### config.mk
export PLATFORM = sky130hd
export DESIGN_NAME = mpb_ctrl
export DESIGN_NICKNAME = d
export VERILOG_FILES = /design/src/hw/mpb_pkg.sv /design/src/hw/mpb_ctrl.sv
export SDC_FILE = /design/constraint.sdc
export NUM_CORES = 1
export LEC_CHECK = 0
export BUFFER_PORTS_ARGS = -buffer_cell sky130_fd_sc_hd__buf_2
export CAP_MARGIN = 20
export CORE_MARGIN = 2
export CORE_UTILIZATION = 51
export CTS_CLUSTER_DIAMETER = 150
export CTS_CLUSTER_SIZE = 20
export DETAILED_ROUTE_END_ITERATION = 10
export MAX_ROUTING_LAYER = met4
export PLACE_DENSITY = 0.8
export SLEW_MARGIN = 25
export SYNTH_ARGS = -nofsm -noshare
export SYNTH_HDL_FRONTEND = slang
export SYNTH_SLANG_ARGS = --single-unit
### constraint.sdc
create_clock -name pclk -period 4.5 [get_ports pclk]
set_input_delay 0.9 -clock pclk [delete_from_list [all_inputs] [get_ports pclk]]
set_output_delay 0.9 -clock pclk [all_outputs]
set_load 0.01 [all_outputs]
### src/hw/mpb_pkg.sv
// Constants, field layout and carrier types of the microphone gain and bias control.
// Assumes a 32-bit APB master and one 100 MHz clock. Register words are indexed, byte = 4 * index.
package mpb_pkg;

  // ----------------------------------------------------------------
  // Register map: paddr[9] is the page, paddr[8:2] the register index
  // ----------------------------------------------------------------
  localparam int unsigned    ADDR_W       = 10;
  localparam int unsigned    PAGE_BIT     = 9;
  localparam logic [6:0]     IDX_STATUS   = 7'h24;
  localparam logic [6:0]     IDX_PWR      = 7'h51;
  localparam logic [6:0]     IDX_MUTE     = 7'h52;
  localparam logic [6:0]     IDX_AGC      = 7'h56;
  localparam logic [6:0]     IDX_IRQ_STAT = 7'h7e;
  localparam logic [6:0]     IDX_IRQ_MASK = 7'h7f;
  localparam logic [6:0]     IDX_BIAS     = 7'h2e;
  localparam logic [6:0]     IDX_GAIN     = 7'h2f;
  localparam logic [6:0]     IDX_FF       = 7'h30;

  // ----------------------------------------------------------------
  // Field positions
  // ----------------------------------------------------------------
  localparam int unsigned    BIT_TOP      = 7;
  localparam int unsigned    BIT_POWERED  = 6;
  localparam int unsigned    FF_MIC_LSB   = 6;
  localparam int unsigned    FF_AUXILIARY_INPUT_ONE_LSB  = 4;
  localparam int unsigned    FF_AUXILIARY_INPUT_TWO_LSB  = 2;
  localparam int unsigned    IRQ_W        = 2;
  localparam int unsigned    IRQ_REACHED  = 0;
  localparam int unsigned    IRQ_PWR      = 1;

  // ----------------------------------------------------------------
  // Values
  // ----------------------------------------------------------------
  localparam logic [6:0]     GAIN_ZERO    = 7'h00;
  localparam logic [6:0]     GAIN_MAX     = 7'h77;
  localparam logic [6:0]     GAIN_STEP    = 7'h01;
  localparam logic [8:0]     FF_SHIFT     = 9'h00c;
  localparam logic [1:0]     FF_NOMINAL   = 2'h0;
  localparam logic [1:0]     FF_PLUS      = 2'h1;
  localparam logic [1:0]     SS_NORMAL    = 2'h0;
  localparam logic [1:0]     SS_HALF      = 2'h1;
  localparam logic [31:0]    RD_ZERO      = 32'h0000_0000;

  typedef struct packed {
    logic [1:0] bias;
    logic       amp_en;
    logic [6:0] gain;
    logic [1:0] ff_mic;
    logic [1:0] ff_auxiliary_input_one;
    logic [1:0] ff_auxiliary_input_two;
    logic       pwr;
    logic [1:0] ss;
    logic       mute;
    logic       agc_en;
  } mpb_ctrl_t;

  // Amplifier off, mute off, soft-stepping on, converter down
  localparam mpb_ctrl_t CTRL_RST = '0;

  // Effective gains in half-decibel units, two's complement
  typedef struct packed {
    logic [8:0] mic;
    logic [8:0] auxiliary_input_one;
    logic [8:0] auxiliary_input_two;
  } mpb_eff_gain_t;

endpackage : mpb_pkg

### src/hw/mpb_ctrl.sv
// Microphone bias, amplifier gain soft-stepping, feed-forward scaling, mute and power sequencing.
// Assumes APB master on pclk, an unrelated free-running internal oscillator on osc_clk_in,
// and AGC gain and converter samples produced on pclk.
`timescale 1ns/100ps
module mpb_ctrl #(
  parameter int unsigned DATA_W    = 16,
  parameter int unsigned STEP_DIV  = 8
) (
  // Clock and reset
  input  wire logic                  pclk,
  input  wire logic                  presetn,
  // APB slave
  input  wire logic                  psel,
  input  wire logic                  penable,
  input  wire logic                  pwrite,
  input  wire logic [mpb_pkg::ADDR_W-1:0] paddr,
  input  wire logic [31:0]           pwdata,
  output logic                       pready,
  output logic [31:0]                prdata,
  output logic                       pslverr,
  // Internal oscillator, asynchronous to pclk
  input  wire logic                  osc_clk_in,
  // AGC loop and converter samples
  input  wire logic [6:0]            agc_gain_in,
  input  wire logic [DATA_W-1:0]     conv_data_in,
  input  wire logic                  conv_valid_in,
  // Analog control and data out
  output logic [1:0]                 mic_bias_output_q,
  output logic [6:0]                 applied_gain_q,
  output mpb_pkg::mpb_eff_gain_t     eff_gain_q,
  output logic                       conv_power_q,
  output logic [DATA_W-1:0]          conv_data_q,
  output logic                       conv_valid_q,
  output logic                       irq_q
);

  // ----------------------------------------------------------------
  // APB access
  // ----------------------------------------------------------------
  mpb_pkg::mpb_ctrl_t            ctrl_q;
  logic [mpb_pkg::IRQ_W-1:0]     irq_stat_q;
  logic [mpb_pkg::IRQ_W-1:0]     irq_mask_q;
  logic                          reached;
  logic                          acc;
  logic                          wr_en;
  logic                          page1;
  logic [6:0]                    idx;
  logic [31:0]                   rd_d;
  logic                          hit_d;

  assign acc   = psel & penable & pready;
  assign wr_en = acc & pwrite;
  assign page1 = paddr[mpb_pkg::PAGE_BIT];
  assign idx   = paddr[mpb_pkg::PAGE_BIT-1:2];

  always_comb begin
    rd_d  = mpb_pkg::RD_ZERO;
    hit_d = 1'b1;
    if (page1) begin
      case (idx)
        mpb_pkg::IDX_BIAS: rd_d[1:0] = ctrl_q.bias;
        mpb_pkg::IDX_GAIN: rd_d[7:0] = {ctrl_q.amp_en, ctrl_q.gain};
        mpb_pkg::IDX_FF:   rd_d[7:2] = {ctrl_q.ff_mic, ctrl_q.ff_auxiliary_input_one, ctrl_q.ff_auxiliary_input_two};
        default:           hit_d     = 1'b0;
      endcase
    end else begin
      case (idx)
        mpb_pkg::IDX_STATUS: begin
          rd_d[mpb_pkg::BIT_TOP]     = reached;
          rd_d[mpb_pkg::BIT_POWERED] = conv_power_q;
        end
        mpb_pkg::IDX_PWR: begin
          rd_d[mpb_pkg::BIT_TOP] = ctrl_q.pwr;
          rd_d[1:0]              = ctrl_q.ss;
        end
        mpb_pkg::IDX_MUTE:     rd_d[mpb_pkg::BIT_TOP]     = ctrl_q.mute;
        mpb_pkg::IDX_AGC:      rd_d[mpb_pkg::BIT_TOP]     = ctrl_q.agc_en;
        mpb_pkg::IDX_IRQ_STAT: rd_d[mpb_pkg::IRQ_W-1:0]   = irq_stat_q;
        mpb_pkg::IDX_IRQ_MASK: rd_d[mpb_pkg::IRQ_W-1:0]   = irq_mask_q;
        default:               hit_d                      = 1'b0;
      endcase
    end
  end

  // One wait state: pready rises on the second access-phase cycle
  always_ff @(posedge pclk or negedge presetn) begin
    if (!presetn) begin
      pready  <= 1'b0;
      prdata  <= mpb_pkg::RD_ZERO;
      pslverr <= 1'b0;
    end else begin
      pready  <= psel & penable & ~pready;
      prdata  <= (psel & penable & ~pready & ~pwrite) ? rd_d : mpb_pkg::RD_ZERO;
      pslverr <= psel & penable & ~pready & ~hit_d;
    end
  end

  // ----------------------------------------------------------------
  // Control registers
  // ----------------------------------------------------------------
  always_ff @(posedge pclk or negedge presetn) begin
    if (!presetn) begin
      ctrl_q <= mpb_pkg::CTRL_RST;
    end else if (wr_en && page1) begin
      case (idx)
        mpb_pkg::IDX_BIAS: ctrl_q.bias <= pwdata[1:0];
        mpb_pkg::IDX_GAIN: begin
          ctrl_q.amp_en <= pwdata[mpb_pkg::BIT_TOP];
          ctrl_q.gain   <= pwdata[6:0];
        end
        mpb_pkg::IDX_FF: begin
          ctrl_q.ff_mic  <= pwdata[mpb_pkg::FF_MIC_LSB+:2];
          ctrl_q.ff_auxiliary_input_one <= pwdata[mpb_pkg::FF_AUXILIARY_INPUT_ONE_LSB+:2];
          ctrl_q.ff_auxiliary_input_two <= pwdata[mpb_pkg::FF_AUXILIARY_INPUT_TWO_LSB+:2];
        end
        default: ctrl_q <= ctrl_q;
      endcase
    end else if (wr_en) begin
      case (idx)
        mpb_pkg::IDX_PWR: begin
          ctrl_q.pwr <= pwdata[mpb_pkg::BIT_TOP];
          ctrl_q.ss  <= pwdata[1:0];
        end
        mpb_pkg::IDX_MUTE: ctrl_q.mute   <= pwdata[mpb_pkg::BIT_TOP];
        mpb_pkg::IDX_AGC:  ctrl_q.agc_en <= pwdata[mpb_pkg::BIT_TOP];
        default:           ctrl_q        <= ctrl_q;
      endcase
    end
  end

  always_ff @(posedge pclk or negedge presetn) begin
    if (!presetn) begin
      mic_bias_output_q <= 2'h0;
    end else begin
      mic_bias_output_q <= ctrl_q.bias;
    end
  end

  // ----------------------------------------------------------------
  // Soft-step tick from the internal oscillator
  // ----------------------------------------------------------------
  // The second and third stages feed the edge detector; the first may be metastable
  logic       osc_s1_q;
  logic       osc_s2_q;
  logic       osc_s3_q;
  logic [$clog2(STEP_DIV+1)-1:0] div_q;
  logic       half_q;
  logic       step_tick;
  logic       osc_edge;

  assign osc_edge = osc_s2_q & ~osc_s3_q;

  always_ff @(posedge pclk or negedge presetn) begin
    if (!presetn) begin
      osc_s1_q <= 1'b0;
      osc_s2_q <= 1'b0;
      osc_s3_q <= 1'b0;
    end else begin
      osc_s1_q <= osc_clk_in;
      osc_s2_q <= osc_s1_q;
      osc_s3_q <= osc_s2_q;
    end
  end

  // Divider counts oscillator edges; the half rate mode skips every other tick
  always_ff @(posedge pclk or negedge presetn) begin
    if (!presetn) begin
      div_q  <= '0;
      half_q <= 1'b0;
    end else if (osc_edge) begin
      if (div_q == $bits(div_q)'(STEP_DIV - 1)) begin
        div_q  <= '0;
        half_q <= ~half_q;
      end else begin
        div_q <= div_q + 1'b1;
      end
    end
  end

  assign step_tick = osc_edge && (div_q == $bits(div_q)'(STEP_DIV - 1)) &&
                     ((ctrl_q.ss == mpb_pkg::SS_NORMAL) || half_q);

  // ----------------------------------------------------------------
  // Gain target and stepping
  // ----------------------------------------------------------------
  logic [6:0] src_gain;
  logic [6:0] target;
  logic       ss_on;

  assign ss_on    = (ctrl_q.ss == mpb_pkg::SS_NORMAL) || (ctrl_q.ss == mpb_pkg::SS_HALF);
  assign src_gain = ctrl_q.agc_en ? agc_gain_in : ctrl_q.gain;
  // Powering down steps to mute first so the output ramps out quietly
  assign target   = !ctrl_q.pwr                   ? mpb_pkg::GAIN_ZERO :
                    (src_gain > mpb_pkg::GAIN_MAX) ? mpb_pkg::GAIN_MAX  : src_gain;
  assign reached  = (applied_gain_q == target);

  always_ff @(posedge pclk or negedge presetn) begin
    if (!presetn) begin
      applied_gain_q <= mpb_pkg::GAIN_ZERO;
    end else if (!ctrl_q.amp_en) begin
      applied_gain_q <= mpb_pkg::GAIN_ZERO;
    end else if (!ss_on) begin
      applied_gain_q <= target;
    end else if (step_tick && !reached) begin
      if (applied_gain_q < target) begin
        applied_gain_q <= applied_gain_q + mpb_pkg::GAIN_STEP;
      end else begin
        applied_gain_q <= applied_gain_q - mpb_pkg::GAIN_STEP;
      end
    end
  end

  // ----------------------------------------------------------------
  // Feed-forward scaling
  // ----------------------------------------------------------------
  function automatic logic [8:0] scale(input logic [6:0] g, input logic [1:0] sel);
    logic [8:0] base;
    base = {2'h0, g};
    case (sel)
      mpb_pkg::FF_NOMINAL: scale = base;
      mpb_pkg::FF_PLUS:    scale = base + mpb_pkg::FF_SHIFT;
      default:             scale = base - mpb_pkg::FF_SHIFT;
    endcase
  endfunction : scale

  always_ff @(posedge pclk or negedge presetn) begin
    if (!presetn) begin
      eff_gain_q <= '0;
    end else if (!ctrl_q.amp_en) begin
      eff_gain_q <= '0;
    end else begin
      eff_gain_q.mic  <= scale(applied_gain_q, ctrl_q.ff_mic);
      eff_gain_q.auxiliary_input_one <= scale(applied_gain_q, ctrl_q.ff_auxiliary_input_one);
      eff_gain_q.auxiliary_input_two <= scale(applied_gain_q, ctrl_q.ff_auxiliary_input_two);
    end
  end

  // ----------------------------------------------------------------
  // Converter power and mute
  // ----------------------------------------------------------------
  // The powered flag drops only after the gain has reached mute, so software
  // can poll it before stopping the codec clock.
  always_ff @(posedge pclk or negedge presetn) begin
    if (!presetn) begin
      conv_power_q <= 1'b0;
    end else if (ctrl_q.pwr) begin
      conv_power_q <= 1'b1;
    end else if (applied_gain_q == mpb_pkg::GAIN_ZERO) begin
      conv_power_q <= 1'b0;
    end
  end

  always_ff @(posedge pclk or negedge presetn) begin
    if (!presetn) begin
      conv_data_q  <= '0;
      conv_valid_q <= 1'b0;
    end else begin
      conv_valid_q <= conv_valid_in & conv_power_q;
      if (!ctrl_q.mute && conv_valid_in && conv_power_q) begin
        conv_data_q <= conv_data_in;
      end
    end
  end

  // ----------------------------------------------------------------
  // Interrupts
  // ----------------------------------------------------------------
  logic                      reached_q;
  logic                      power_prev_q;
  logic [mpb_pkg::IRQ_W-1:0] ev;
  logic                      stat_wr;

  assign ev[mpb_pkg::IRQ_REACHED] = reached & ~reached_q;
  assign ev[mpb_pkg::IRQ_PWR]     = conv_power_q ^ power_prev_q;
  assign stat_wr = wr_en && !page1 && (idx == mpb_pkg::IDX_IRQ_STAT);

  // A new event in the clearing cycle survives the clear
  always_ff @(posedge pclk or negedge presetn) begin
    if (!presetn) begin
      // Gain equals target out of reset, so start high to avoid a false reached edge
      reached_q    <= 1'b1;
      power_prev_q <= 1'b0;
      irq_stat_q   <= '0;
      irq_mask_q   <= '0;
      irq_q        <= 1'b0;
    end else begin
      reached_q    <= reached;
      power_prev_q <= conv_power_q;
      if (stat_wr) begin
        irq_stat_q <= (irq_stat_q & ~pwdata[mpb_pkg::IRQ_W-1:0]) | ev;
      end else begin
        irq_stat_q <= irq_stat_q | ev;
      end
      if (wr_en && !page1 && (idx == mpb_pkg::IDX_IRQ_MASK)) begin
        irq_mask_q <= pwdata[mpb_pkg::IRQ_W-1:0];
      end
      irq_q <= |(irq_stat_q & irq_mask_q);
    end
  end
endmodule : mpb_ctrl

# Word-level counts from Yosys, hierarchy flattened
# Cells that the tools add are included.
totals:
  regBits: 100
  inputBits: 72
  output_inout_bits: 89
  wordCells: 141
classes:
  add_sub_neg: 5
  magnitude_cmp: 2
  n_eq_ne: 16
  n_mux: 35
  bitwise_logic: 22
  reduce_logical: 30
ops:
  columns: ["cell", "count"]
  rows:
  - ["$pmux 9 s2", 3]
  - ["$mux 7", 7]
  - ["$eq 7x7->1 const B", 5]
  - ["$eq 7x6->1 const B", 4]
  - ["$mux 27", 1]
  - ["$mux 21", 1]
  - ["$mux 8", 2]
  - ["$pmux 6 s2", 1]
  - ["$and 1x1->1", 9]
  - ["$logic_and 1x1->1", 9]
  - ["$reduce_and 3->1", 3]
  - ["$add 7x4->8 const B", 1]
  - ["$eq 2x1->1 const B", 4]
  - ["$logic_not 2->1", 4]
  - ["$mux 1", 8]
  - ["$mux 2", 4]
  - ["$mux 4", 2]
  - ["$reduce_and 2->1", 4]
  - ["$sub 7x4->8 const B", 1]
  - ["$add 7x1->7 const B", 1]
  - ["$eq 7x7->1", 1]
  - ["$gt 7x7->1 const B", 1]
  - ["$logic_not 7->1", 1]
  - ["$lt 7x7->1", 1]
  - ["21 further kinds", 32]

# Depth between registers and ports, before layout
depth:
  word_depth: 10
  mapped_depth: 15
  depth_no_buf: 15

# Worst setup path after synthesis
# Ideal clock, no wire load.
synth_timing:
  path_type: "in2reg"
  start: "in agc_gain_in[4]"
  end: "reg applied_gain_q[6]"
  arrival_ns: 3.509
  required_time_ns: 4.373
  slack_ns: 0.864
  cell_stages: 14
  path_buffers: 0
  cell_sequence: "nand4_1 > nand2_1 > o221ai_1 > ha_1 > a21oi_1 > a21oi_1 > or3_1 > fa_1 > a211oi_1 > o21bai_1 > a21oi_1 > xnor2_1 > a21oi_1 > nand3b_1"
synth_via:
  elab_chain_len: 9
  elab_cells_between_ends: 13
synth_rtl:
  columns: ["element", "line", "rtl"]
  rows:
  - ["start: declaration", "mpb_ctrl.sv:24", "input wire logic [6:0] agc_gain_in,"]
  - ["$mux 7 *", "mpb_ctrl.sv:191", "assign src_gain = ctrl_q.agc_en ? agc_gain_in : ctrl_q.gain;"]
  - ["$gt 7x7->1", "mpb_ctrl.sv:194", "(src_gain > mpb_pkg::GAIN_MAX) ? mpb_pkg::GAIN_MAX : src_gain;"]
  - ["$mux 7 *", "mpb_ctrl.sv:194", null]
  - ["$mux 7 *", "mpb_ctrl.sv:193", "assign target = !ctrl_q.pwr ? mpb_pkg::GAIN_ZERO :"]
  - ["$lt 7x7->1", "mpb_ctrl.sv:205", "if (applied_gain_q < target) begin"]
  - ["$mux 7", "mpb_ctrl.sv:205", null]
  - ["$mux 7", "mpb_ctrl.sv:204", "end else if (step_tick && !reached) begin"]
  - ["$mux 7", "mpb_ctrl.sv:202", "end else if (!ss_on) begin"]
  - ["$mux 7", "mpb_ctrl.sv:200", "end else if (!ctrl_q.amp_en) begin"]
  - ["end signal: assignment", "mpb_ctrl.sv:201", "applied_gain_q <= mpb_pkg::GAIN_ZERO;"]
  - ["end signal: assignment", "mpb_ctrl.sv:203", "applied_gain_q <= target;"]
  - ["end signal: assignment", "mpb_ctrl.sv:206", "applied_gain_q <= applied_gain_q + mpb_pkg::GAIN_STEP;"]
  - ["end: declaration", "mpb_ctrl.sv:29", "output logic [6:0] applied_gain_q,"]
# Mark *: on every way between the ends. The rest lies on a longest branch, timed or not. The select of a mux whose other input is x is not followed.
# A chain may end at the register's enable or synchronous reset.

# Worst setup path in the final report
layout_timing:
  start: "in agc_gain_in[3]"
  end: "reg applied_gain_q[6]"
# Same word-level chain as after synthesis.

==> flow_summary.ini <==
[synth]
async_flop_share_pct = 100
muxShareOfSynthArea_pct = 9.69
yosys_warnings = 0
synth-xor-area-share_pct = 3.19
synth_area_leader_cell = dfrtp_1
yosysSeqAreaShare_pct = 48.6
synth-compound-area-share_pct = 11.3
netlist_area_sq_um = 4950
synth_edf_count = 0
yosys-top-cells-count = 95 x dfrtp_1, 42 x nand2_1, 30 x buf_4, 28 x mux2_2, 27 x nor2_1
synthAdderAreaFrac_pct = 4.20
synth_area_leaders = dfrtp_1 48%, mux2_2 6.4%, buf_4 4.6%
synth_top_area_share_pct = 48.1
avgSynthCellArea_sq_um = 10.7
yosys.area_share.simple_pct = 16.0
ys_ff_latch = 96
syn_inst = 461
ys.flop_type = dfrtp_1
synth_most_common_cell = dfrtp_1
synth_top_family_by_area = simple AND/OR/NAND/NOR gates
synth_cell_types = 56

[worst_setup_path]
path_cells = buf_2 -> nand4_1 -> nand2_1 -> o221ai_1 -> ha_1 -> a21oi_1 -> a21oi_1 -> or3_1 -> fa_1 -> a211oi_1 -> o21bai_1 -> a21oi_1 -> xnor2_1 -> a21oi_1 -> nand3b_1
crit_top_cell = a21oi_1
crit_path_max_fanout = 7
slowest_stage = or3_1
crit_family = compound AO/OA/AOI/OAI gates
crit_type = in -> reg
crit_buf_inv = 1
cp-end-kind = flip-flop
crit_required_ps = 4750
reg2reg_from = ctrl_q[0]$_DFFE_PN0P_
critPathArrivalTime_ps = 3940
worstSetupStartpointType = input pin
critPathMaxStageDelay_ps = 500
r2r_slack_ps = 920
r2r_end = applied_gain_q[6]$_DFFE_PN0P_
reg2reg_depth = 13

[finish]
multi_input_area_sq_um = 2290
drive_gt1_share_pct = 30.6
ff_latch_area_sq_um = 2400
syn2layout_area_growth_pct = 14.1
fillers = 788
antenna_cells = 0
finalNetCount = 645

[power]
peakVddDrop_mv = 0.190
power.leakage_nw = 3.02
power.switching_uw = 421
p_per_area_nw_per_um2 = 280
internal_power_mw = 1.16
swShare_pct = 26.6
clkPwrFrac_pct = 34.5
p_seq_share_pct = 57.8
combPwrFrac_pct = 7.7

[die]
die_h_um = 102
core_area_sq_um = 9330
initial_utilization_pct = 53.0
ios = 161
die_w_um = 102
die_area_sq_um = 10500
placementRows = 35

[detailed_routing]
wl_met2_mm = 4.99
first_pass_iters = 4
wl_met3_um = 601
dr.max_layer_used = met4
drt-met1-wl_mm = 4.53
wl_per_cell_um = 14.8
drt_iter0_markers = 174
antenna_left = 0
drt-total-wl_mm = 10.2
drc = 0
vias = 3634
via_per_inst = 5.26

[min_path]
hp-class = reg -> reg
min_from = osc_s1_q$_DFF_PN0_
hold_depth = 0
min_to = osc_s2_q$_DFF_PN0_

[grt]
first_global_vias = 3250
antenna_found_initial = 0
grt_usage_pct = 20.5
grt_max_degree = 67
overflow = 0
grt_pass1_wl_mm = 16.1

[timing]
timing.final.crit_share_pct = 82.0
finalSetupViolCount = 0
timing.fmax_mhz = 271
final-hold-violation-count = 0
finClkSkew_ps = 10.1
min_period_ps = 3690
rsz0062_at_grt = false
setup_tns_ps = 0
drv_slew = 0
worst_slew_pin_slew_ps = 768
setup_slack_ps = 810
slew_headroom_pct = 48.8

[clock_tree]
postCtsSetupBuffers = 0
numCtsBuffers = 9
cts_hold_buf = 0
cts_tree = done
htree_levels = 3
cts_root_buf = clkbuf_8
cts-resized-gates = 0
insertion_delay_ps = 370
clock_tree.buffer_depth = 2
clkSinkCount = 96
clk_pin_slew_ps = 100

[flow_run]
drv_cap = 0

[placed_design]
place_ws_ps = 461
place_hpwl_mm = 7.61
portBuffers = 110
gp_congestion = 0.903

[run_status]
status = complete, no violations
power groups by stage:
stage | registers [mW] | logic (mW) | clock network, mW
6_report | 0.915 | 0.122 | 0.547
3_5_place_dp | 0.932 | 0.123 | 0
5_1_grt | 0.920 | 0.140 | 0.597
3_3_place_gp | 0.930 | 0.119 | 0
2_1_floorplan | 0.929 | 0.0799 | 0
4_1_cts | 0.915 | 0.124 | 0.566
routing by layer:
layer  vias to the layer above  track usage, %
li1                       1760               -
met1                      1734            27.5
met2                       129            32.3
met3                        11            3.32
met4                         0            6.26
met5                         -               -
sequential cells by signal (all words and copies together) (netlist names), 2 cells and up:
name	flops
irq_stat_q	2
mic_bias_output_q	2
conv_data_q	16
div_q	4
applied_gain_q	7
prdata	8
eff_gain_q	23
irq_mask_q	2
ctrl_q	21
cells in the final DEF (no fill, tap or decap), drive strengths merged, types with 2 or more instances in the layout:
cell type    n
buf        111
dfrtp       95
nand2       42
mux2        40
nor2        27
conb        24
a21oi       19
ha          15
xnor2       14
o21ai       13
inv         13
and2        12
and3        12
a211oi       9
clkbuf       9
nor3         9
nor2b        8
nand4        7
or3          7
a22oi        7
nand3        7
a21o         6
nand2b       5
o21bai       4
o211a        4
xor2         4
a221oi       4
nor4         3
a22o         3
clkinv       3
o221ai       2
nand3b       2
or2          2
a31oi        2
nor4b        2
o21a         2
nor3b        2
through the flow:
stage	hold slack, ps	power, mW	utilization, %	cells	instance area [sq um]
2_1_floorplan	331	1.01	-	484	5030
3_3_place_gp	337	1.05	58.4	675	5450
3_5_place_dp	343	1.05	58.4	675	5450
4_1_cts	367	1.60	60.5	691	5650
5_1_grt	369	1.66	60.5	691	5650
6_report	363	1.58	60.5	691	5650
worst max-delay path by stage:
stage | endpoint | cells past startpoint | slack, ps | from
2_1_floorplan | applied_gain_q[6]$_DFFE_PN0P_ | 14 | 860 | agc_gain_in[4]
3_3_place_gp | applied_gain_q[6]$_DFFE_PN0P_ | 15 | 500 | agc_gain_in[4]
3_5_place_dp | applied_gain_q[6]$_DFFE_PN0P_ | 15 | 460 | agc_gain_in[3]
4_1_cts | applied_gain_q[6]$_DFFE_PN0P_ | 15 | 840 | agc_gain_in[4]
5_1_grt | applied_gain_q[6]$_DFFE_PN0P_ | 15 | 630 | agc_gain_in[3]
6_report | applied_gain_q[6]$_DFFE_PN0P_ | 15 | 810 | agc_gain_in[3]
cell type report:
cell class	instances	share of cell area (%)
Sequential cell	96	42.6
Multi-Input combinational cell	329	40.5
Timing Repair Buffer	111	9.93
Tap cell	129	2.86
Clock buffer	9	2.19
Clock inverter	7	1.29
Inverter	10	0.665
logic make-up (layout without fill, tap and decap cells):
kind of cell	Yosys count	after routing
simple gates	149	149
flops	96	96
xor+xnor	18	18
compound gates	81	81
fa+ha+maj	16	16
mux	41	41
buf+inv	59	137
other cells	1	24
No activity file was read; power rests on OpenSTA's default activity.
